<file path="config.mk">
export PLATFORM = sky130hd
export DESIGN_NAME = dpssm_core
export DESIGN_NICKNAME = d
export VERILOG_FILES = /design/src/dpssm_pkg.sv /design/src/dpssm_watchdog.sv /design/src/dpssm_core.sv
export VERILOG_INCLUDE_DIRS = /design/src
export SDC_FILE = /design/constraint.sdc
export NUM_CORES = 1
export LEC_CHECK = 0
export BUFFER_PORTS_ARGS = -buffer_cell sky130_fd_sc_hd__buf_2
export CAP_MARGIN = 20
export CORE_UTILIZATION = 53
export DETAILED_ROUTE_END_ITERATION = 10
export PLACE_DENSITY = 0.77
export REMOVE_ABC_BUFFERS = 1
export SKIP_CTS_REPAIR_TIMING = 1
export SYNTH_ARGS = -nofsm -noshare
export SYNTH_HDL_FRONTEND = slang
export SYNTH_HIERARCHICAL = 1
export SYNTH_SLANG_ARGS = --single-unit
</file>
<file path="constraint.sdc">
create_clock -name clock -period 2.37 [get_ports clock]
set_input_delay 0.1185 -clock clock [delete_from_list [all_inputs] [get_ports clock]]
set_output_delay 0.1185 -clock clock [all_outputs]
set_load 0.05 [all_outputs]
</file>
<file path="src/dpssm_defs.svh">
// constants for the fieldbus slave protocol state machine
`ifndef DPSSM_DEFS_SVH
`define DPSSM_DEFS_SVH
`define DPSSM_TEL_SET_ADDR 3'h0
`define DPSSM_TEL_PRM 3'h1
`define DPSSM_TEL_CFG 3'h2
`define DPSSM_TEL_DIAG 3'h3
`define DPSSM_TEL_GET_CFG 3'h4
`define DPSSM_TEL_DATA 3'h5
`define DPSSM_TEL_RD_IN 3'h6
`define DPSSM_TEL_RD_OUT 3'h7
`define DPSSM_CFG_OK 2'h0
`define DPSSM_CFG_BAD 2'h1
`define DPSSM_CFG_ADAPT 2'h2
`define DPSSM_DIAG_STD_LEN 4'h6
`define DPSSM_WD_RESET 16'h0000
`define DPSSM_DIAG_ST_BIT 3
`define DPSSM_LEN_RESET 8'h00
`endif

</file>
<file path="src/dpssm_pkg.sv">
// types for the fieldbus slave protocol state machine
package dpssm_pkg;
  typedef enum logic [1:0] {
    dpssm_power_on,
    dpssm_wait_prm,
    dpssm_wait_cfg,
    dpssm_data_exch
  } dpssm_state_t;
  typedef enum logic [1:0] {
    dpssm_ans_none,
    dpssm_ans_ack,
    dpssm_ans_reject,
    dpssm_ans_data
  } dpssm_ans_t;
endpackage

</file>
<file path="src/dpssm_watchdog.sv">
// bus watchdog: loadable down counter with timeout pulse
`timescale 1ns/1ps
`include "dpssm_defs.svh"
module dpssm_watchdog (
  // clock and reset
  input wire logic clock,
  input wire logic reset,
  // control
  input wire logic load,
  input wire logic [15:0] load_value,
  input wire logic retrigger,
  input wire logic stop,
  input wire logic tick,
  // status
  output logic running,
  output logic expired
);
  logic [15:0] reload;
  logic [15:0] count;
  wire at_end = running && tick && (count == 16'h0001);
  wire zero_load = (load_value == 16'h0000);

  always_ff @(posedge clock)
  begin
    if (reset || stop)
    begin
      running <= 1'b0;
      count <= `DPSSM_WD_RESET;
      reload <= `DPSSM_WD_RESET;
      expired <= 1'b0;
    end
    else
    begin
      expired <= at_end;
      if (load)
      begin
        // zero value means watchdog switched off
        reload <= load_value;
        count <= load_value;
        running <= !zero_load;
      end
      else if (at_end)
      begin
        running <= 1'b0;
        count <= `DPSSM_WD_RESET;
      end
      else if (retrigger && running)
        count <= reload;
      else if (running && tick)
        count <= count - 16'h0001;
    end
  end
endmodule

</file>
<file path="src/dpssm_core.sv">
// protocol state machine of a fieldbus slave
`timescale 1ns/1ps
`include "dpssm_defs.svh"
module dpssm_core (
  // clock and reset
  input wire logic clock,
  input wire logic reset,
  // decoded telegram from the receiver
  input wire logic tel_valid,
  input wire logic [2:0] tel_kind,
  input wire logic tel_ok,
  input wire logic tel_from_owner,
  input wire logic [15:0] tel_wd_value,
  input wire logic [7:0] tel_in_len,
  input wire logic [7:0] tel_out_len,
  input wire logic wd_tick,
  // answer to the receiver side
  output logic ans_valid,
  output dpssm_pkg::dpssm_ans_t ans_kind,
  output logic [3:0] ans_std_len,
  output logic [1:0] ans_state,
  output logic ans_autonomous,
  // application handshake
  output logic app_prm_req,
  input wire logic app_prm_done,
  input wire logic app_prm_accept,
  output logic app_cfg_req,
  output logic [7:0] app_cfg_in_len,
  output logic [7:0] app_cfg_out_len,
  input wire logic app_cfg_done,
  input wire logic [1:0] app_cfg_result,
  input wire logic [7:0] app_adapt_in_len,
  input wire logic [7:0] app_adapt_out_len,
  // status
  output dpssm_pkg::dpssm_state_t state,
  output logic addr_set,
  output logic [7:0] io_in_len,
  output logic [7:0] io_out_len,
  output logic data_exchange,
  output logic wd_running,
  output logic wd_expired
);
  dpssm_pkg::dpssm_state_t next_state;
  logic prm_ok;
  logic [15:0] prm_wd;

  function automatic logic is_kind(input logic [2:0] k, input logic [2:0] want);
    is_kind = (k == want);
  endfunction

  wire tel = tel_valid && tel_ok;
  wire t_addr = tel && is_kind(tel_kind, `DPSSM_TEL_SET_ADDR);
  wire t_prm = tel && is_kind(tel_kind, `DPSSM_TEL_PRM);
  wire t_cfg = tel && is_kind(tel_kind, `DPSSM_TEL_CFG);
  wire t_diag = tel && is_kind(tel_kind, `DPSSM_TEL_DIAG);
  wire t_gcfg = tel && is_kind(tel_kind, `DPSSM_TEL_GET_CFG);
  wire t_data = tel && is_kind(tel_kind, `DPSSM_TEL_DATA);
  wire t_rio = tel && (is_kind(tel_kind, `DPSSM_TEL_RD_IN) ||
                       is_kind(tel_kind, `DPSSM_TEL_RD_OUT));
  wire in_po = (state == dpssm_pkg::dpssm_power_on);
  wire in_prm = (state == dpssm_pkg::dpssm_wait_prm);
  wire in_cfg = (state == dpssm_pkg::dpssm_wait_cfg);
  wire in_dx = (state == dpssm_pkg::dpssm_data_exch);
  wire busy = app_prm_req || app_cfg_req;
  // application still deciding: new parameter or config telegrams are refused
  wire take_prm = t_prm && !busy && !in_po;
  wire take_cfg = t_cfg && !busy && in_cfg && prm_ok;
  wire cfg_good = app_cfg_done && app_cfg_req &&
                  (app_cfg_result == `DPSSM_CFG_OK || app_cfg_result == `DPSSM_CFG_ADAPT);
  wire cfg_adapt = app_cfg_result == `DPSSM_CFG_ADAPT;
  wire prm_good = app_prm_done && app_prm_req && app_prm_accept;
  wire prm_bad = app_prm_done && app_prm_req && !app_prm_accept;
  wire cfg_bad = app_cfg_done && app_cfg_req && !cfg_good;
  wire wd_stop = reset || prm_bad || (wd_expired && !in_po);
  wire wd_retrig = tel && tel_from_owner && in_dx;

  dpssm_watchdog u_wd (
    .clock(clock),
    .reset(reset),
    .load(prm_good),
    .load_value(prm_wd),
    .retrigger(wd_retrig),
    .stop(prm_bad),
    .tick(wd_tick),
    .running(wd_running),
    .expired(wd_expired)
  );

  always_comb
  begin
    next_state = state;
    case (state)
      dpssm_pkg::dpssm_power_on:
        if (t_addr || t_prm)
          next_state = dpssm_pkg::dpssm_wait_prm;
      dpssm_pkg::dpssm_wait_prm:
        if (prm_good)
          next_state = dpssm_pkg::dpssm_wait_cfg;
      dpssm_pkg::dpssm_wait_cfg:
        if (prm_bad || cfg_bad)
          next_state = dpssm_pkg::dpssm_wait_prm;
        else if (cfg_good)
          next_state = dpssm_pkg::dpssm_data_exch;
      dpssm_pkg::dpssm_data_exch:
        if (prm_bad || cfg_bad)
          next_state = dpssm_pkg::dpssm_wait_prm;
        else if (take_prm)
          next_state = dpssm_pkg::dpssm_wait_prm;
        else if (take_cfg)
          next_state = dpssm_pkg::dpssm_wait_cfg;
      default:
        next_state = dpssm_pkg::dpssm_power_on;
    endcase
    if (wd_expired && !in_po)
      next_state = dpssm_pkg::dpssm_wait_prm;
  end

  always_ff @(posedge clock)
  begin
    if (reset)
      state <= dpssm_pkg::dpssm_power_on;
    else
      state <= next_state;
  end

  always_ff @(posedge clock)
  begin
    if (reset)
      addr_set <= 1'b0;
    else if (t_addr && in_po)
      addr_set <= 1'b1;
  end

  // parameter path: user bytes travel alongside; we only hold the request
  always_ff @(posedge clock)
  begin
    if (reset || wd_stop)
    begin
      app_prm_req <= 1'b0;
      prm_ok <= 1'b0;
      prm_wd <= `DPSSM_WD_RESET;
    end
    else if (take_prm || (t_prm && in_po))
    begin
      app_prm_req <= 1'b1;
      prm_ok <= 1'b0;
      prm_wd <= tel_wd_value;
    end
    else if (app_prm_done && app_prm_req)
    begin
      app_prm_req <= 1'b0;
      prm_ok <= app_prm_accept;
    end
  end

  always_ff @(posedge clock)
  begin
    if (reset || wd_stop)
    begin
      app_cfg_req <= 1'b0;
      app_cfg_in_len <= `DPSSM_LEN_RESET;
      app_cfg_out_len <= `DPSSM_LEN_RESET;
      io_in_len <= `DPSSM_LEN_RESET;
      io_out_len <= `DPSSM_LEN_RESET;
    end
    else if (take_cfg)
    begin
      app_cfg_req <= 1'b1;
      app_cfg_in_len <= tel_in_len;
      app_cfg_out_len <= tel_out_len;
    end
    else if (app_cfg_done && app_cfg_req)
    begin
      app_cfg_req <= 1'b0;
      if (cfg_good)
      begin
        io_in_len <= cfg_adapt ? app_adapt_in_len : app_cfg_in_len;
        io_out_len <= cfg_adapt ? app_adapt_out_len : app_cfg_out_len;
      end
    end
  end

  // answer decision, registered one cycle after the telegram
  wire [1:0] next_ans =
    t_diag ? dpssm_pkg::dpssm_ans_data :
    t_gcfg ? dpssm_pkg::dpssm_ans_data :
    t_addr ? (in_po ? dpssm_pkg::dpssm_ans_ack : dpssm_pkg::dpssm_ans_none) :
    (in_prm && !t_prm) ? dpssm_pkg::dpssm_ans_reject :
    t_prm ? (take_prm || in_po ? dpssm_pkg::dpssm_ans_ack : dpssm_pkg::dpssm_ans_reject) :
    t_cfg ? (take_cfg ? dpssm_pkg::dpssm_ans_ack : dpssm_pkg::dpssm_ans_reject) :
    (t_data || t_rio) ? (in_dx ? dpssm_pkg::dpssm_ans_data :
                         dpssm_pkg::dpssm_ans_reject) :
    dpssm_pkg::dpssm_ans_none;

  always_ff @(posedge clock)
  begin
    if (reset)
    begin
      ans_valid <= 1'b0;
      ans_kind <= dpssm_pkg::dpssm_ans_none;
      ans_std_len <= 4'h0;
      ans_state <= 2'h0;
      ans_autonomous <= 1'b0;
    end
    else
    begin
      ans_valid <= tel && (next_ans != dpssm_pkg::dpssm_ans_none);
      ans_kind <= tel ? dpssm_pkg::dpssm_ans_t'(next_ans) : dpssm_pkg::dpssm_ans_none;
      ans_std_len <= t_diag ? `DPSSM_DIAG_STD_LEN : 4'h0;
      ans_state <= state;
      ans_autonomous <= t_rio && in_dx;
    end
  end

  assign data_exchange = in_dx;

  chk_addr_only_po: assert property (@(posedge clock) disable iff (reset)
    t_addr && !in_po |=> !(ans_valid && ans_kind == dpssm_pkg::dpssm_ans_ack))
    else $error("set-address acknowledged outside power-on");
  chk_prm_reject: assert property (@(posedge clock) disable iff (reset)
    in_prm && tel && !t_prm && !t_addr && !t_diag && !t_gcfg |=>
    ans_kind == dpssm_pkg::dpssm_ans_reject)
    else $error("non-parameter telegram not rejected in wait-prm");
  chk_no_data_prm: assert property (@(posedge clock) disable iff (reset)
    in_prm && t_data |=> ans_kind != dpssm_pkg::dpssm_ans_data)
    else $error("data exchanged in wait-prm");
  chk_dx_entry: assert property (@(posedge clock) disable iff (reset)
    !in_dx ##1 in_dx |-> $past(cfg_good) && prm_ok)
    else $error("data exchange entered without acceptance");
  chk_diag_len: assert property (@(posedge clock) disable iff (reset)
    t_diag |=> ans_valid && ans_std_len == 4'h6)
    else $error("diagnostic answer lacks six standard octets");
  chk_gcfg_any: assert property (@(posedge clock) disable iff (reset)
    t_gcfg |=> ans_valid && ans_kind == dpssm_pkg::dpssm_ans_data)
    else $error("configuration read not answered");
  chk_rio_auto: assert property (@(posedge clock) disable iff (reset)
    t_rio && in_dx |=> ans_autonomous && !$rose(app_cfg_req))
    else $error("read inputs or outputs not served autonomously");
  chk_wd_fall: assert property (@(posedge clock) disable iff (reset)
    wd_expired && !in_po |=> state == dpssm_pkg::dpssm_wait_prm)
    else $error("watchdog expiry did not return to wait-prm");
  chk_adapt_len: assert property (@(posedge clock) disable iff (reset)
    app_cfg_req && app_cfg_done && app_cfg_result == 2'h2 |=>
    io_in_len == $past(app_adapt_in_len))
    else $error("adaptable length not taken");

  cov_reach_dx: cover property (@(posedge clock) disable iff (reset) $rose(in_dx));
  cov_wd_timeout: cover property (@(posedge clock) disable iff (reset) wd_expired && in_dx);
  cov_cfg_adapt: cover property (@(posedge clock) disable iff (reset) cfg_good && cfg_adapt);
  cov_prm_reject: cover property (@(posedge clock) disable iff (reset) prm_bad);
endmodule

</file>
==> flow_metrics.tcl <==
set metrics [dict create \
    fill_cells 654 \
    grt_start_max_net_pins 52 \
    relSlewSlack_pct 57.5 \
    worst-endpoint-required_ns 2.65 \
    floorplan.die_area_um2 8690 \
    finish.utilization_pct 66.5 \
    yosysTopAreaCellShare_pct 43.1 \
    die_y_um 93.2 \
    switchingPower_uw 734 \
    worst-path-max-fanout 10 \
    synthToLayoutAreaGrowth_pct 19.0 \
    grt_first_pass_wirelength_um 17500 \
    cp_data_arrival_time_ns 2.41 \
    numClockSinks 95 \
    hold_crit_class "primary input to register" \
    post-route-cell-area_um2 5250 \
    first_global_vias 3597 \
    setup_viol 0 \
    power_frac_comb_pct 9.7 \
    antenna_violating_nets_post_route 0 \
    regToRegSetupSlack_ns 0.24 \
    power.share.switching_pct 24.5 \
    ys_ff_latch 95 \
    synth.largest_area_cell "dfxtp_1" \
    cts-root-to-sink-buffers 2 \
    detailedRoute.firstPassIterationCount 5 \
    crit_type "register to register" \
    viasPerCell 5.66 \
    fin_crit_share_pct 89.9 \
    floorplan.io_pins 112 \
    seqPwrFrac_pct 54.3 \
    grt_antenna_before_repair 0 \
    postRouteWirelength_um 10600 \
    outcome "complete, but fails checks" \
    power.density_cell_area_nw_per_um2 571 \
    timing_worst_slew_pin_value_ns 0.636 \
    leakage_nw 2.43 \
    ys_top_cells_by_count "dfxtp_1, nor2_1, mux2i_1, nand2_1, a21oi_1" \
    grtUsageTotal_pct 25.4 \
    p_int_mw 2.26 \
    ratio_of_cells_with_drive_above_1_in_the_final_layout_pct 27.0 \
    synth_top_cells_by_area "dfxtp_1, mux2i_1, nor2_1" \
    period_minus_slack_ns 2.13 \
    final_net_count 645 \
    num_vias 3892 \
    placedInstanceArea_um2 4980 \
    startpoint_type "register" \
    floorplan.initialDensity_pct 55.9 \
    drt_drc_violations_left 0 \
    timing_hold_violations_final 6 \
    drt-initial-drc-count 235 \
    whs_ns -0.00891 \
    synthMostInstantiatedCell "dfxtp_1" \
    rsz_0062_raised_after_global_routing "no" \
    number_of_levels_in_the_clock_h_tree 3 \
    violations "negative hold slack" \
    final-max-slew-violation-count 0 \
    timing.final.ws_setup_ns 0.239 \
    finalNonFillerCells 688 \
    dp_slack_ns 0.271 \
    floorplan.die.width_um 93.2 \
    buffer_ports.inserted 109 \
    synth_flop_cell "dfxtp_1" \
    worst_ir_drop_on_vdd_mv 0.390 \
    cts_buffers 9 \
    synth_edf_count 0 \
    ys_types 60 \
    post_synth.cell_area_avg_um2 9.25 \
    place_inst 665 \
    core_um2 7890 \
    power.clock.fraction_pct 36.0 \
    cts_root_buf "clkbuf_8" \
    finalPower_mw 3.00 \
    yosysWarnings 6 \
    clk_pin_slew_worst_paths_ns 0.10 \
    synthCells 477 \
    critPathCaptureType "register" \
    hpwlAfterDp_um 7650 \
    grt_overflow 0 \
    fraction_of_the_yosys_area_taken_by_sequential_cells_pct 43.1 \
    clkLatencyLatePin_ns 0.35 \
    drv.max_cap_violation_count 0 \
    tritoncts_clock_tree "built" \
    synth.cell_area_um2 4410 \
    final.setup_skew_ns 0.0111 \
    route.detailed.wl_per_inst_um 15.4 \
    num_antenna_cells 0 \
    num_rows 32 \
    ys_async_sr_fraction_pct 0 \
    achievable-frequency_mhz 469 \
    final_replace_weighted_congestion 0.889 \
]
==> critical path, cell delays in order, from the launching register on <==
cell and delay, ns:
dfxtp_1 0.50, nand2_1 0.16, nor2_1 0.23, o21ai_0 0.15
nand2b_1 0.37, a21oi_1 0.11, or4_1 0.40, a31oi_1 0.14
==> power by group through the flow <==
stage,logic (mW),clock network [mW],registers [mW]
global placement,0.277,0,1.66
CTS,0.281,1.10,1.63
detailed placement,0.279,0,1.66
floorplan,0.161,0,1.67
global route,0.318,1.17,1.63
finish,0.292,1.08,1.63
==> placed cells by master, fill, tap and decap left out, drive strengths merged, types with 2 or more instances in the layout <==
cell type	count
or4	5
a32oi	2
nand2	30
o21ai	14
inv	3
buf	121
xor2	2
dfxtp	95
o31ai	3
or3	2
clkbuf	11
nand4b	4
nand2b	16
a22oi	3
nand4	5
nor2b	4
a211oi	17
dlygate4sd3	7
a221oi	2
xnor2	8
nand3	5
clkinvlp	3
and2b	2
a31oi	15
nor3b	2
o22ai	2
nor2	74
a21oi	21
nor3	6
or2	3
a211o	10
a221o	2
ha	2
o211ai	5
mux2i	52
nor4	10
conb	2
a21bo	2
==> area by class of cell <==
type                       count  area [um^2]  share of cell area (%)
tap                          102          128                    2.43
multi-input combinational    344         2290                    43.6
clock buffer                  11          141                    2.69
sequential                    95         1900                    36.2
clock inverter                 5         57.6                    1.10
timing repair buffer         128          718                    13.7
inverter                       3         11.3                   0.215
==> final timing paths <==
check / startpoint / cells past startpoint / to
worst min register to register: u_wd/reload[7]$_SDFFE_PP0P_ / 2 / u_wd/reload[7]$_SDFFE_PP0P_
worst min-delay path: tel_in_len[7] / 3 / app_cfg_in_len[7]$_SDFFE_PP0N_
worst max register to register: state[1]$_SDFFE_PP0P_ / 7 / u_wd/count[10]$_SDFFE_PP0P_
worst max-delay path: state[1]$_SDFFE_PP0P_ / 7 / u_wd/count[10]$_SDFFE_PP0P_
==> routing by layer <==
metal | track usage [%] | part of all wire, %
met1 | 33.4 | 45
met2 | 41.1 | 47
met3 | 5.45 | 6.7
met4 | 9.10 | 1.8
met5 | 0 | 0
==> flip-flops by register name, summed over array words and instances, names as in the netlist, 2 cells and up <==
register	cells
app_cfg_in_len	8
state	2
u_wd/count	16
ans_kind	2
io_out_len	8
prm_wd	16
u_wd/reload	16
ans_state	2
io_in_len	8
app_cfg_out_len	8
==> cells by family after synthesis <==
logic type	count (synthesis)	synth area share (%)
multiplexers	52	11.8
AND/OR/NAND/NOR	174	20.4
adder cells (fa/ha/maj)	2	0.567
buffers and inverters	39	5.11
other	1	0.0850
XOR/XNOR	10	1.99
AO/OA/AOI/OAI	104	16.9
flip-flops	95	43.1
==> stage by stage <==
| stage | TNS [ns] | hold slack [ns] |
|---|---|---|
| floorplan | -1.74 | 0.190 |
| global placement | 0 | 0.345 |
| detailed placement | 0 | 0.354 |
| CTS | 0 | -0.0215 |
| global route | 0 | 0.00246 |
| finish | 0 | -0.00891 |
(Power assumes the default switching activity.)
